## config.mk

```make
export PLATFORM = sky130hd
export DESIGN_NAME = ppx_executor
export DESIGN_NICKNAME = d
export VERILOG_FILES = /design/src/shared/ppx_pkg.sv /design/src/ppx_executor.sv
export SDC_FILE = /design/constraint.sdc
export NUM_CORES = 1
export LEC_CHECK = 0
export BUFFER_PORTS_ARGS = -buffer_cell sky130_fd_sc_hd__buf_4
export CORE_UTILIZATION = 61
export CTS_CLUSTER_SIZE = 25
export DETAILED_ROUTE_END_ITERATION = 8
export PLACE_DENSITY = 0.95
export SLEW_MARGIN = 20
export SYNTH_ARGS = -nofsm -noshare
export SYNTH_HDL_FRONTEND = slang
export SYNTH_SLANG_ARGS = --single-unit
```

## constraint.sdc

```tcl
create_clock -name clk -period 8.5 [get_ports clk]
set_clock_uncertainty 0.15 [all_clocks]
set_input_delay 1.275 -clock clk [delete_from_list [all_inputs] [get_ports clk]]
set_output_delay 1.275 -clock clk [all_outputs]
set_load 0.01 [all_outputs]
```

## src/shared/ppx_pkg.sv

```systemverilog
package ppx_pkg;

  localparam int NUM_CH = 2;
  localparam int MAX_PROTO = 8;
  localparam int ADDR_W = 18;

  // Register indices; byte address is four times the index
  localparam logic [15:0] IDX_CH1_LINE = 16'h0092;
  localparam logic [15:0] IDX_CH2_LINE = 16'h0132;
  localparam logic [15:0] IDX_CH1_MON = 16'h2018;
  localparam logic [15:0] IDX_CH2_MON = 16'h2118;
  localparam logic [15:0] IDX_CH1_CANCEL = 16'h4040;
  localparam logic [15:0] IDX_CH1_STATUS = 16'h4041;
  localparam logic [15:0] IDX_CH2_CANCEL = 16'h4050;
  localparam logic [15:0] IDX_CH2_STATUS = 16'h4051;

  localparam logic [15:0] PROTO_MIN = 16'h0001;
  localparam logic [15:0] PROTO_MAX = 16'h0080;
  localparam logic [15:0] SP_RX_CLEAR = 16'h00C9;
  localparam logic [15:0] SP_MON_START = 16'h00CA;
  localparam logic [15:0] SP_MON_STOP = 16'h00CB;
  localparam logic [15:0] SP_DTR_ON = 16'h00CC;
  localparam logic [15:0] SP_DTR_OFF = 16'h00CD;
  localparam logic [15:0] SP_RTS_ON = 16'h00CE;
  localparam logic [15:0] SP_RTS_OFF = 16'h00CF;
  localparam logic [15:0] SP_BASE = 16'h00C8;

  localparam logic [15:0] MON_START = 16'h0001;
  localparam logic [15:0] MON_STOP = 16'h0000;
  localparam logic [15:0] CANCEL_NONE = 16'h0000;
  localparam logic [15:0] CANCEL_REQ = 16'h0001;
  localparam logic [15:0] CANCEL_DONE = 16'h0002;

  localparam logic [15:0] RESULT_OK = 16'h0000;
  localparam logic [15:0] ERR_REINIT = 16'h7FF0;
  localparam logic [15:0] ERR_FOREIGN = 16'h7FF2;
  localparam logic [15:0] ERR_CANCEL = 16'h7D10;
  localparam logic [15:0] ERR_PARAM = 16'h7D20;

  localparam int LINE_DTR_BIT = 0;
  localparam int LINE_RTS_BIT = 1;

  localparam logic [15:0] STAT_IDLE = 16'h0000;
  localparam logic [15:0] STAT_RUN = 16'h0001;
  localparam logic [15:0] STAT_OK = 16'h0002;
  localparam logic [15:0] STAT_ERR = 16'h0003;

  localparam logic [15:0] RESET_WORD = 16'h0000;

  typedef enum logic [2:0] {
    ST_IDLE = 3'h0,
    ST_DISPATCH = 3'h1,
    ST_WAIT = 3'h2,
    ST_FINISH = 3'h3,
    ST_PULSE = 3'h4
  } ppx_state_e;

  typedef enum logic [1:0] {
    OI_REINIT = 2'h0,
    OI_BUF_RECV = 2'h1,
    OI_FOREIGN = 2'h2,
    OI_NONE = 2'h3
  } ppx_other_e;

  typedef struct packed {
    logic vld;
    logic [15:0] ch;
    logic [15:0] count;
    logic [MAX_PROTO-1:0][15:0] protos;
  } ppx_run_req_s;

  typedef struct packed {
    logic vld;
    logic [15:0] ch;
    ppx_other_e kind;
  } ppx_other_req_s;

  typedef struct packed {
    logic ack;
    logic [15:0] code;
  } ppx_other_rsp_s;

  typedef struct packed {
    logic start;
    logic abort;
    logic [15:0] proto;
  } ppx_eng_req_s;

  typedef struct packed {
    logic done;
    logic err;
    logic [15:0] code;
  } ppx_eng_rsp_s;

  typedef struct packed {
    logic done;
    logic err;
    logic [15:0] result;
    logic [15:0] executed;
    logic rxClear;
    logic histVld;
    logic [2:0] histKey;
    logic dtr;
    logic rts;
  } ppx_chan_out_s;

endpackage

```

## src/ppx_executor.sv

```systemverilog
`timescale 1ns/1ns
module ppx_executor (
  input wire logic clk,
  input wire logic rstn,
  input wire logic psel,
  input wire logic penable,
  input wire logic pwrite,
  input wire logic [ppx_pkg::ADDR_W-1:0] paddr,
  input wire logic [31:0] pwdata,
  output logic [31:0] prdata,
  output logic pready,
  output logic pslverr,
  input wire logic scanEnd,
  input wire logic [ppx_pkg::NUM_CH-1:0] predefMode,
  input wire ppx_pkg::ppx_run_req_s runReq,
  input wire ppx_pkg::ppx_other_req_s otherReq,
  output ppx_pkg::ppx_other_rsp_s otherRsp,
  input wire ppx_pkg::ppx_eng_rsp_s [ppx_pkg::NUM_CH-1:0] engRsp,
  output ppx_pkg::ppx_eng_req_s [ppx_pkg::NUM_CH-1:0] engReq,
  output ppx_pkg::ppx_chan_out_s [ppx_pkg::NUM_CH-1:0] chanOut
);

  typedef struct packed {
    ppx_pkg::ppx_state_e state;
    logic [3:0] idx;
    logic [3:0] count;
    logic [ppx_pkg::MAX_PROTO-1:0][15:0] protos;
    logic errPend;
    logic [15:0] lineCtrl;
    logic [15:0] monCtrl;
    logic [15:0] cancel;
    logic [15:0] status;
    ppx_pkg::ppx_eng_req_s eng;
    ppx_pkg::ppx_chan_out_s out;
  } ppx_chan_s;

  typedef struct packed {
    ppx_chan_s [ppx_pkg::NUM_CH-1:0] ch;
    logic pready;
    logic pslverr;
    logic [31:0] prdata;
    ppx_pkg::ppx_other_rsp_s other;
  } ppx_state_s;

  ppx_state_s st_q;
  ppx_state_s st_d;

  function automatic logic isSpecial(input logic [15:0] p);
    isSpecial = (p >= ppx_pkg::SP_RX_CLEAR) && (p <= ppx_pkg::SP_RTS_OFF);
  endfunction

  function automatic logic isLegal(input logic [15:0] p);
    isLegal = ((p >= ppx_pkg::PROTO_MIN) && (p <= ppx_pkg::PROTO_MAX)) || isSpecial(p);
  endfunction

  function automatic logic [15:0] readReg(input ppx_state_s s, input logic [15:0] idx);
    readReg = 16'h0000;
    unique case (idx)
      ppx_pkg::IDX_CH1_LINE: readReg = s.ch[0].lineCtrl;
      ppx_pkg::IDX_CH2_LINE: readReg = s.ch[1].lineCtrl;
      ppx_pkg::IDX_CH1_MON: readReg = s.ch[0].monCtrl;
      ppx_pkg::IDX_CH2_MON: readReg = s.ch[1].monCtrl;
      ppx_pkg::IDX_CH1_CANCEL: readReg = s.ch[0].cancel;
      ppx_pkg::IDX_CH2_CANCEL: readReg = s.ch[1].cancel;
      ppx_pkg::IDX_CH1_STATUS: readReg = s.ch[0].status;
      ppx_pkg::IDX_CH2_STATUS: readReg = s.ch[1].status;
      default: readReg = 16'h0000;
    endcase
  endfunction

  function automatic logic isMapped(input logic [15:0] idx);
    isMapped = (idx == ppx_pkg::IDX_CH1_LINE) || (idx == ppx_pkg::IDX_CH2_LINE) ||
               (idx == ppx_pkg::IDX_CH1_MON) || (idx == ppx_pkg::IDX_CH2_MON) ||
               (idx == ppx_pkg::IDX_CH1_CANCEL) || (idx == ppx_pkg::IDX_CH2_CANCEL) ||
               (idx == ppx_pkg::IDX_CH1_STATUS) || (idx == ppx_pkg::IDX_CH2_STATUS);
  endfunction

  logic [15:0] regIdx;
  logic aligned;
  logic access;

  assign regIdx = paddr[ppx_pkg::ADDR_W-1:2];
  assign aligned = (paddr[1:0] == 2'h0);
  assign access = psel && penable;

  always_comb begin
    logic [15:0] p;
    logic bad;
    logic last;
    logic [3:0] nextIdx;
    logic [15:0] chNum;
    logic busy;
    p = 16'h0000;
    bad = 1'b0;
    last = 1'b0;
    nextIdx = 4'h0;
    chNum = 16'h0000;
    busy = 1'b0;
    st_d = st_q;

    // APB slave: one wait state, write lands on the completing edge
    st_d.pready = 1'b0;
    st_d.pslverr = 1'b0;
    if (access && !st_q.pready) begin
      st_d.pready = 1'b1;
      st_d.pslverr = !(aligned && isMapped(regIdx));
      st_d.prdata = {16'h0000, readReg(st_q, regIdx)};
      if (!(aligned && isMapped(regIdx))) begin
        st_d.prdata = 32'h0000_0000;
      end
    end
    if (access && st_q.pready && pwrite && aligned) begin
      unique case (regIdx)
        ppx_pkg::IDX_CH1_LINE: st_d.ch[0].lineCtrl = pwdata[15:0];
        ppx_pkg::IDX_CH2_LINE: st_d.ch[1].lineCtrl = pwdata[15:0];
        ppx_pkg::IDX_CH1_MON: st_d.ch[0].monCtrl = pwdata[15:0];
        ppx_pkg::IDX_CH2_MON: st_d.ch[1].monCtrl = pwdata[15:0];
        ppx_pkg::IDX_CH1_CANCEL: st_d.ch[0].cancel = pwdata[15:0];
        ppx_pkg::IDX_CH2_CANCEL: st_d.ch[1].cancel = pwdata[15:0];
        default: st_d.pslverr = 1'b0;
      endcase
    end

    // Reinit and foreign instructions checked against a running request on the same channel; buffer receive always answers OK
    st_d.other.ack = 1'b0;
    if (otherReq.vld) begin
      st_d.other.ack = 1'b1;
      st_d.other.code = ppx_pkg::RESULT_OK;
      for (int c = 0; c < ppx_pkg::NUM_CH; c++) begin
        chNum = 16'(c + 1);
        if ((otherReq.ch == chNum) && (st_q.ch[c].state != ppx_pkg::ST_IDLE)) begin
          busy = 1'b1;
        end
      end
      if (busy && (otherReq.kind == ppx_pkg::OI_REINIT)) begin
        st_d.other.code = ppx_pkg::ERR_REINIT;
      end else if (busy && (otherReq.kind == ppx_pkg::OI_FOREIGN)) begin
        st_d.other.code = ppx_pkg::ERR_FOREIGN;
      end
    end

    for (int c = 0; c < ppx_pkg::NUM_CH; c++) begin
      chNum = 16'(c + 1);
      st_d.ch[c].eng.start = 1'b0;
      st_d.ch[c].eng.abort = 1'b0;
      st_d.ch[c].out.rxClear = 1'b0;
      st_d.ch[c].out.histVld = 1'b0;
      p = st_q.ch[c].protos[st_q.ch[c].idx[2:0]];
      nextIdx = st_q.ch[c].idx + 4'h1;
      last = (nextIdx == st_q.ch[c].count);
      unique case (st_q.ch[c].state)
        ppx_pkg::ST_IDLE: begin
          // Busy channels never reach here; cancel word 1 blocks the start
          if (runReq.vld && (runReq.ch == chNum) &&
              (st_q.ch[c].cancel != ppx_pkg::CANCEL_REQ)) begin
            bad = (runReq.count < 16'h0001) || (runReq.count > 16'(ppx_pkg::MAX_PROTO));
            for (int i = 0; i < ppx_pkg::MAX_PROTO; i++) begin
              if ((16'(i) < runReq.count) && !isLegal(runReq.protos[i])) begin
                bad = 1'b1;
              end
            end
            st_d.ch[c].protos = runReq.protos;
            st_d.ch[c].count = runReq.count[3:0];
            st_d.ch[c].idx = 4'h0;
            if (bad) begin
              st_d.ch[c].out.result = ppx_pkg::ERR_PARAM;
              st_d.ch[c].out.executed = 16'h0000;
              st_d.ch[c].errPend = 1'b1;
              st_d.ch[c].status = ppx_pkg::STAT_ERR;
              st_d.ch[c].state = ppx_pkg::ST_FINISH;
            end else begin
              st_d.ch[c].status = ppx_pkg::STAT_RUN;
              st_d.ch[c].state = ppx_pkg::ST_DISPATCH;
            end
          end
        end
        ppx_pkg::ST_DISPATCH: begin
          if (isSpecial(p)) begin
            // Built-in functions finish in one cycle
            unique case (p)
              ppx_pkg::SP_RX_CLEAR: st_d.ch[c].out.rxClear = 1'b1;
              ppx_pkg::SP_MON_START: st_d.ch[c].monCtrl = ppx_pkg::MON_START;
              ppx_pkg::SP_MON_STOP: st_d.ch[c].monCtrl = ppx_pkg::MON_STOP;
              ppx_pkg::SP_DTR_ON: st_d.ch[c].lineCtrl[ppx_pkg::LINE_DTR_BIT] = 1'b1;
              ppx_pkg::SP_DTR_OFF: st_d.ch[c].lineCtrl[ppx_pkg::LINE_DTR_BIT] = 1'b0;
              ppx_pkg::SP_RTS_ON: st_d.ch[c].lineCtrl[ppx_pkg::LINE_RTS_BIT] = 1'b1;
              default: st_d.ch[c].lineCtrl[ppx_pkg::LINE_RTS_BIT] = 1'b0;
            endcase
            st_d.ch[c].out.histVld = 1'b1;
            st_d.ch[c].out.histKey = 3'(p - ppx_pkg::SP_BASE);
            st_d.ch[c].out.result = ppx_pkg::RESULT_OK;
            st_d.ch[c].out.executed = {12'h000, nextIdx};
            st_d.ch[c].idx = nextIdx;
            if (last) begin
              st_d.ch[c].errPend = 1'b0;
              st_d.ch[c].status = ppx_pkg::STAT_OK;
              st_d.ch[c].state = ppx_pkg::ST_FINISH;
            end
          end else begin
            st_d.ch[c].eng.start = 1'b1;
            st_d.ch[c].eng.proto = p;
            st_d.ch[c].state = ppx_pkg::ST_WAIT;
          end
        end
        ppx_pkg::ST_WAIT: begin
          if ((st_q.ch[c].cancel == ppx_pkg::CANCEL_REQ) && predefMode[c]) begin
            st_d.ch[c].eng.abort = 1'b1;
            st_d.ch[c].cancel = ppx_pkg::CANCEL_DONE;
            st_d.ch[c].out.result = ppx_pkg::ERR_CANCEL;
            st_d.ch[c].out.executed = {12'h000, nextIdx};
            st_d.ch[c].errPend = 1'b1;
            st_d.ch[c].status = ppx_pkg::STAT_ERR;
            st_d.ch[c].state = ppx_pkg::ST_FINISH;
          end else if (engRsp[c].done) begin
            st_d.ch[c].out.result = engRsp[c].err ? engRsp[c].code : ppx_pkg::RESULT_OK;
            st_d.ch[c].out.executed = {12'h000, nextIdx};
            st_d.ch[c].idx = nextIdx;
            if (engRsp[c].err || last) begin
              st_d.ch[c].errPend = engRsp[c].err;
              st_d.ch[c].status = engRsp[c].err ? ppx_pkg::STAT_ERR : ppx_pkg::STAT_OK;
              st_d.ch[c].state = ppx_pkg::ST_FINISH;
            end else begin
              st_d.ch[c].state = ppx_pkg::ST_DISPATCH;
            end
          end
        end
        ppx_pkg::ST_FINISH: begin
          if (scanEnd) begin
            st_d.ch[c].out.done = 1'b1;
            st_d.ch[c].out.err = st_q.ch[c].errPend;
            st_d.ch[c].state = ppx_pkg::ST_PULSE;
          end
        end
        ppx_pkg::ST_PULSE: begin
          if (scanEnd) begin
            st_d.ch[c].out.done = 1'b0;
            st_d.ch[c].out.err = 1'b0;
            st_d.ch[c].state = ppx_pkg::ST_IDLE;
          end
        end
        default: begin
          st_d.ch[c].state = ppx_pkg::ST_IDLE;
        end
      endcase
      // Cancel seen while idle or in another mode is left untouched
      st_d.ch[c].out.dtr = st_d.ch[c].lineCtrl[ppx_pkg::LINE_DTR_BIT];
      st_d.ch[c].out.rts = st_d.ch[c].lineCtrl[ppx_pkg::LINE_RTS_BIT];
    end
  end

  always_ff @(posedge clk or negedge rstn) begin
    if (!rstn) begin
      st_q <= '0;
    end else begin
      st_q <= st_d;
    end
  end

  assign prdata = st_q.prdata;
  assign pready = st_q.pready;
  assign pslverr = st_q.pslverr;
  assign otherRsp = st_q.other;

  generate
    for (genvar g = 0; g < ppx_pkg::NUM_CH; g++) begin : gCh
      assign engReq[g] = st_q.ch[g].eng;
      assign chanOut[g] = st_q.ch[g].out;
    end
  endgenerate

endmodule

```

* Word-level counts from Yosys, hierarchy flattened
Index checks and enable logic that the tools add are counted.
W data, S select, Z words.
** Word-level totals
- Bits in registers :: 577
- Bits of input ports :: 274
** Operators by class
- $add $sub $neg :: 4
- Order comparisons :: 48
- Equality and inequality tests :: 61
- Multiplexer cells :: 136
- Bitwise logic cells :: 2
- Reductions and logical operators :: 103
** Operator list (count)
- $mux W16 :: 25
- $le A16 B8 Y1 const B :: 18
- $mux W140 :: 2
- $mux W32 :: 8
- $eq A16 B8 Y1 const B :: 13
- $pmux W32 S3 :: 2
- $ge A16 B8 Y1 const B :: 10
- $ge A16 B1 Y1 const B :: 8
- $pmux W16 S8 :: 1
- $mux W34 :: 3
- $bmux W16 S3 :: 2
- $pmux W16 S3 :: 2
- $mux W37 :: 2
- $mux W18 :: 4
- $eq A16 B1 Y1 const B :: 4
- $eq A16 B15 Y1 const B :: 4
- $lt A3 B16 Y1 const A :: 4
- $pmux W16 S2 :: 2
- $logic_and A1 B1 Y1 :: 42
- $mux W1 :: 41
- $eq A16 B14 Y1 const B :: 2
- $eq A16 B2 Y1 const B :: 2
- $lt A1 B16 Y1 const A :: 2
- $lt A2 B16 Y1 const A :: 2
- 40 further kinds :: 149

* Depth between registers and ports, before layout
- Word-level depth :: 18
- Depth in mapped cells :: 14
- Mapped depth without buffers :: 10

* Worst setup path before layout
OpenSTA, ideal clock, no wires.
- Path type :: input to register
- Start point :: input port runReq[82] in the netlist's numbering
- End point :: register st_q, in the netlist chanOut[48]
- Setup time :: 0.128 ns
- Data arrival time :: 3.817 ns
- Data required time :: 8.222 ns
- Slack :: 4.406 ns
- Cell stages on the path :: 9
- Cells stage by stage :: or3_1 -> o211a_1 -> nor4_1 -> a21oi_1 -> a2111o_1 -> nor4_2 -> a21o_1 -> buf_4 -> mux2_1
** Between the ends
- Cells in the longest elaborated chain, start to end :: 12
** Ends and longest elaborated chain
- start, declared :: RTL line ppx_executor.sv:15 : input wire ppx_pkg::ppx_run_req_s runReq,
- $ge A16 B1 Y1, or another cell as far along :: RTL line ppx_executor.sv:53 : isLegal = ((p >= ppx_pkg::PROTO_MIN) && (p <= ppx_pkg::PROTO_MAX)) || isSpecial(p);
- $logic_and A1 B1 Y1, on equally long branches :: RTL line ppx_executor.sv:53, ppx_executor.sv:49
- $logic_or A1 B1 Y1 (*) :: RTL line ppx_executor.sv:53
- $logic_not A1 Y1 (*) :: RTL line ppx_executor.sv:158 : if ((16'(i) < runReq.count) && !isLegal(runReq.protos[i])) begin
- $logic_and A1 B1 Y1 (*) :: RTL line ppx_executor.sv:158
- $mux W1 (*)
- $mux W1 (*) (2 in series) :: RTL line ppx_executor.sv:158
- $mux W1 (*) :: RTL line ppx_executor.sv:154 : if (runReq.vld && (runReq.ch == chNum) &&
- $mux W1 (*) :: RTL line ppx_executor.sv:151 : unique case (st_q.ch[c].state)
- $ne A2 B2 Y1 (no line) (*)
- $reduce_and A5 Y1 (no line) (*)
- end signal, assigned :: RTL line ppx_executor.sv:255 : st_q <= st_d;
- end, declared :: RTL line ppx_executor.sv:45 : ppx_state_s st_q;
Mark *: on every way between the ends. The rest lies on a longest branch, timed or not. The select of a mux whose other input is x is not followed.
A chain may end at the register's enable or synchronous reset.

* Worst setup path after layout
- Start point :: register st_q[571] in the netlist's numbering
- End point :: register st_q, in the netlist chanOut[49]
** Between the ends
- Cells in the longest elaborated chain, start to end :: 6
** Ends and longest elaborated chain
- $bmux W16 S3 :: RTL line ppx_executor.sv:148 : p = st_q.ch[c].protos[st_q.ch[c].idx[2:0]];
- $mux W16 (implied by the code) :: RTL line ppx_executor.sv:148
- $ge A16 B8 Y1 or $le A16 B8 Y1 (tied branches) :: RTL line ppx_executor.sv:49 : isSpecial = (p >= ppx_pkg::SP_RX_CLEAR) && (p <= ppx_pkg::SP_RTS_OFF);
- $logic_and A1 B1 Y1 :: RTL line ppx_executor.sv:49
- $ne A2 B2 Y1 (no line)
- $reduce_and A5 Y1 (no line)
Parallel ways exist; a longest one is shown, timed or not. The select of a mux whose other input is x is not followed.

==> results.py <==
metrics = {
    "yosys": {
        "ys_ff_latch": 491,
        "synth-compound-area-share_pct": 8.045,
        "ys_seq_area_share_pct": 49.68,
        "synthMuxAreaShare_pct": 11.27,
        "synthTopCellsByArea": "dfrtp_1 (50%), nand2_1 (15%), buf_4 (5.2%), mux4_2 (4.6%), mux2i_1 (3.8%)",
        "synth_cell_types": 83,
        "mappedNetlistArea_um2": 24730,
        "synth_warnings": 0,
        "synthXorXnorAreaFrac_pct": 0.4604,
        "synth_fa_ha_area_share_pct": 0.1012,
        "synth_cells": 2697,
        "synthFlopType": "dfrtp_1",
        "avgSynthCellArea_um2": 9.169,
        "synth-edff-count": 0,
        "synth_top_family_by_area": "simple AND/OR/NAND/NOR gates",
        "netlist.area_leader.share_pct": 49.68,
        "synth-simple-area-share_pct": 22.24,
        "async_reset_ff_share_pct": 100.0,
        "synth_top_area_cell": "dfrtp_1",
    },
    "setup_path": {
        "r2r_start": "st_q[571]",
        "crit_cells": 11,
        "slowest_stage": "dfrtp_2",
        "crit_buf_inv": 2,
        "rrSetupSlack_ns": 3.42,
        "critPathCaptureType": "register",
        "path_class": "register to register",
        "critPathRequiredTime_ns": 8.82,
        "cp-start-kind": "register",
        "worst_path_largest_cell_delay_ns": 1.02,
        "r2r_end": "chanOut[49]",
        "crit_top_cell": "a21o_1",
        "crit_path_cell_trace": "buf_4, mux2i_1, nor3b_1, a21o_1, o22a_1, and3_1, nand2_1, inv_2, o21bai_1, a21o_1, mux2_1",
        "cp.arrival_ns": 5.40,
        "crit_fanout": 37,
        "worstRegToRegCells": 11,
        "critPathTopFamily": "multiplexers",
    },
    "sta": {
        "tightestPinTransition_ns": 1.146,
        "fmax_mhz": 196.9,
        "maxSlewHeadroom_pct": 23.17,
        "fin_crit_sh_pct": 59.75,
        "finalSetupTns_ns": 0,
        "min_period_ns": 5.079,
        "drv_slew": 0,
        "rsz0062_at_grt": "no",
        "hold_violations": 0,
        "finalSetupViolCount": 0,
    },
    "clock_network": {
        "tritoncts": "yes",
        "clk_path_buf_depth": 3,
        "clk_pin_slew_worst_paths_ns": 0.06,
        "h-tree-depth": 2,
        "root_buffer": "clkbuf_16",
        "clock_sinks": 491,
        "postCtsResizedCells": 0,
        "cts_made_buffers": 49,
        "cts_setup_buffers": 0,
        "cts_hold_buf": 0,
        "worstSkewPairLatency_ns": 0.59,
    },
    "power_and_ir_drop": {
        "power.switching_mw": 1.096,
        "p_int_mw": 3.802,
        "power_frac_seq_pct": 47.8,
        "leakage_nw": 14.50,
        "p_comb_share_pct": 5.1,
        "ir_drop_uv": 140.7,
        "netSwitchingFraction_pct": 22.38,
        "p_clk_share_pct": 47.1,
        "power_density_nw_per_um2": 170.7,
    },
    "floorplanning": {
        "dieArea_um2": 41350,
        "rows": 73,
        "core_area_um2": 39820,
        "pin_count": 443,
        "die_h_um": 203.3,
        "dieWidth_um": 203.3,
        "initial_core_util_pct": 62.10,
    },
    "place": {
        "place_area_um2": 26890,
        "hpwl_um": 55860,
        "portBuffers": 382,
        "routabilityCongestion": 0.9783,
    },
    "min_path": {
        "hold-path-endpoint": "st_q[471]",
        "min_from": "st_q[471]",
        "hold_class": "register to register",
        "min_path_cells": 2,
    },
    "grt": {
        "grt_pass1_wl_um": 121200,
        "antenna_found_initial": 12,
        "grt-ovfl-total": 0,
        "grt_usage_pct": 38.87,
        "grtUsageMet3_pct": 10.08,
        "grt_max_degree": 151,
        "use_met2_pct": 61.41,
        "busiest_layer": "met2",
        "first_global_vias": 21200,
        "use_met1_pct": 47.28,
    },
    "layout": {
        "drive_gt1_share_pct": 21.19,
        "seq_area_um2": 12290,
        "syn2layout_area_growth_pct": 16.01,
        "stdcell_area_um2": 28690,
        "multi_input_area_um2": 10650,
        "nFillCells": 2838,
        "nets": 3175,
    },
    "route": {
        "vias": 21500,
        "ant_nets": 0,
        "wirelength_um": 79750,
        "dr.pass1.iters": 7,
        "drtIter0Drc": 2660,
        "avgViaCountPerCell": 6.192,
        "drc": 0,
        "wl_per_cell_um": 22.97,
    },
    "job": {
        "maxCapViolCount": 0,
    },
    "status": {
        "status": "complete, no violations",
    },
}
## metal layers
| metal | vias up | wire [um] |
|---|---|---|
| met4 | 12 | 5902 |
| li1 | 9251 | - |
| met3 | 365 | 9364 |
| met5 | - | 124 |
| met2 | 1516 | 36920 |
| met1 | 10360 | 27440 |
## synthesized netlist by cell type, types with 4 or more instances
library cell,number
nand2_1,997
dfrtp_1,491
buf_4,170
a21oi_1,125
clkbuf_1,105
mux2i_1,93
nor2_1,77
o21ai_0,64
inv_1,54
mux4_2,51
mux2_2,48
nor3_1,46
a22oi_1,44
nor4_1,44
nand3_1,38
nand2b_1,19
buf_2,13
buf_1,11
or3_1,10
a21o_1,9
mux2_1,9
o22ai_1,9
o31ai_1,9
and2_1,8
and3_1,8
nor2b_1,8
a211oi_1,7
a31oi_1,7
nand3b_1,7
nor3b_1,7
xnor2_1,7
o21bai_1,6
xor2_1,6
nand4_1,5
nor4b_1,5
o41ai_1,5
and4b_1,4
o21a_1,4
## worst max path at each step
stage | from | endpoint | slack (ns)
after detailed placement | paddr[4] | st_q[421] | 3.29
final | st_q[571] | chanOut[49] | 3.42
after floorplan | runReq[82] | chanOut[48] | 4.41
after global placement | paddr[4] | st_q[422] | 3.38
after CTS | st_q[571] | chanOut[49] | 3.56
after global routing | st_q[571] | chanOut[49] | 3.20
## cell usage in the layout (no fill, tap or decap), types with 6 or more instances in the layout
cell / count
mux2_2: 48
clkbuf_16: 51
nand2b_1: 19
o22ai_1: 9
mux2_1: 9
nor3b_1: 7
nor2_1: 75
inv_1: 54
xor2_1: 6
and3_1: 8
a21o_1: 9
nor2b_1: 8
xnor2_1: 7
nand2_1: 995
clkinv_2: 7
or3_1: 10
dfrtp_1: 487
mux2i_1: 93
nand3_1: 38
o21bai_1: 6
clkbuf_8: 17
nand3b_1: 7
a22oi_1: 44
and2_1: 6
nor4_1: 43
buf_4: 404
nor3_1: 43
o21ai_0: 64
diode_2: 7
clkbuf_1: 10
o31ai_1: 9
a21oi_1: 125
conb_1: 44
mux4_2: 51
a31oi_1: 7
a211oi_1: 7
## power by group through the flow
stage	clock network, mW	logic (mW)	registers [mW]
6_report	2.31	0.252	2.34
5_1_grt	2.41	0.267	2.34
4_1_cts	2.31	0.245	2.34
3_5_place_dp	0	0.243	2.38
3_3_place_gp	0	0.237	2.38
2_1_floorplan	0	0.0484	2.38
## sequential cells by signal, indices dropped and copies added (netlist names)
register / cells
chanOut: 54
engReq: 36
st_q: 380
prdata: 16
pready: 1
pslverr: 1
otherRsp: 3
## metrics by stage
step / hold slack, ns / setup WS [ns] / power (mW) / cells / util, %
detailed placement: 0.3014 / 3.287 / 2.626 / 3370 / 67.53
global placement: 0.2929 / 3.380 / 2.620 / 3369 / 67.50
CTS: 0.3156 / 3.558 / 4.900 / 3462 / 71.86
floorplan: 0.2803 / 4.406 / 2.432 / 2740 / -
global route: 0.3272 / 3.201 / 5.011 / 3467 / 72.01
finish: 0.3122 / 3.421 / 4.898 / 3472 / 72.04
## cell families after synthesis
logic type,after synthesis
simple gates,1305
flops,491
buf+inv,359
compound gates,322
mux,204
xor+xnor,13
fa+ha+maj,2
other cells,1
## cell type report
| class | instances | share of cell area, % |
|---|---|---|
| repair buffers | 410 | 10.91 |
| well taps | 525 | 2.290 |
| diodes | 7 | 0.06106 |
| inverters | 57 | 0.7457 |
| clock buffers | 78 | 5.395 |
| flip-flops and latches | 491 | 42.84 |
| clock inverters | 14 | 0.6236 |
| multi-input cells | 1890 | 37.13 |
## worst register-to-register path: stages (launching register included)
cell	delay (ns)
dfrtp_2	1.02
buf_4	0.60
mux2i_1	0.83
nor3b_1	0.28
a21o_1	0.11
o22a_1	0.12
and3_1	0.30
nand2_1	0.24
inv_2	0.16
o21bai_1	0.12
a21o_1	0.54
mux2_1	0.49
No activity file was read; power rests on OpenSTA's default activity.
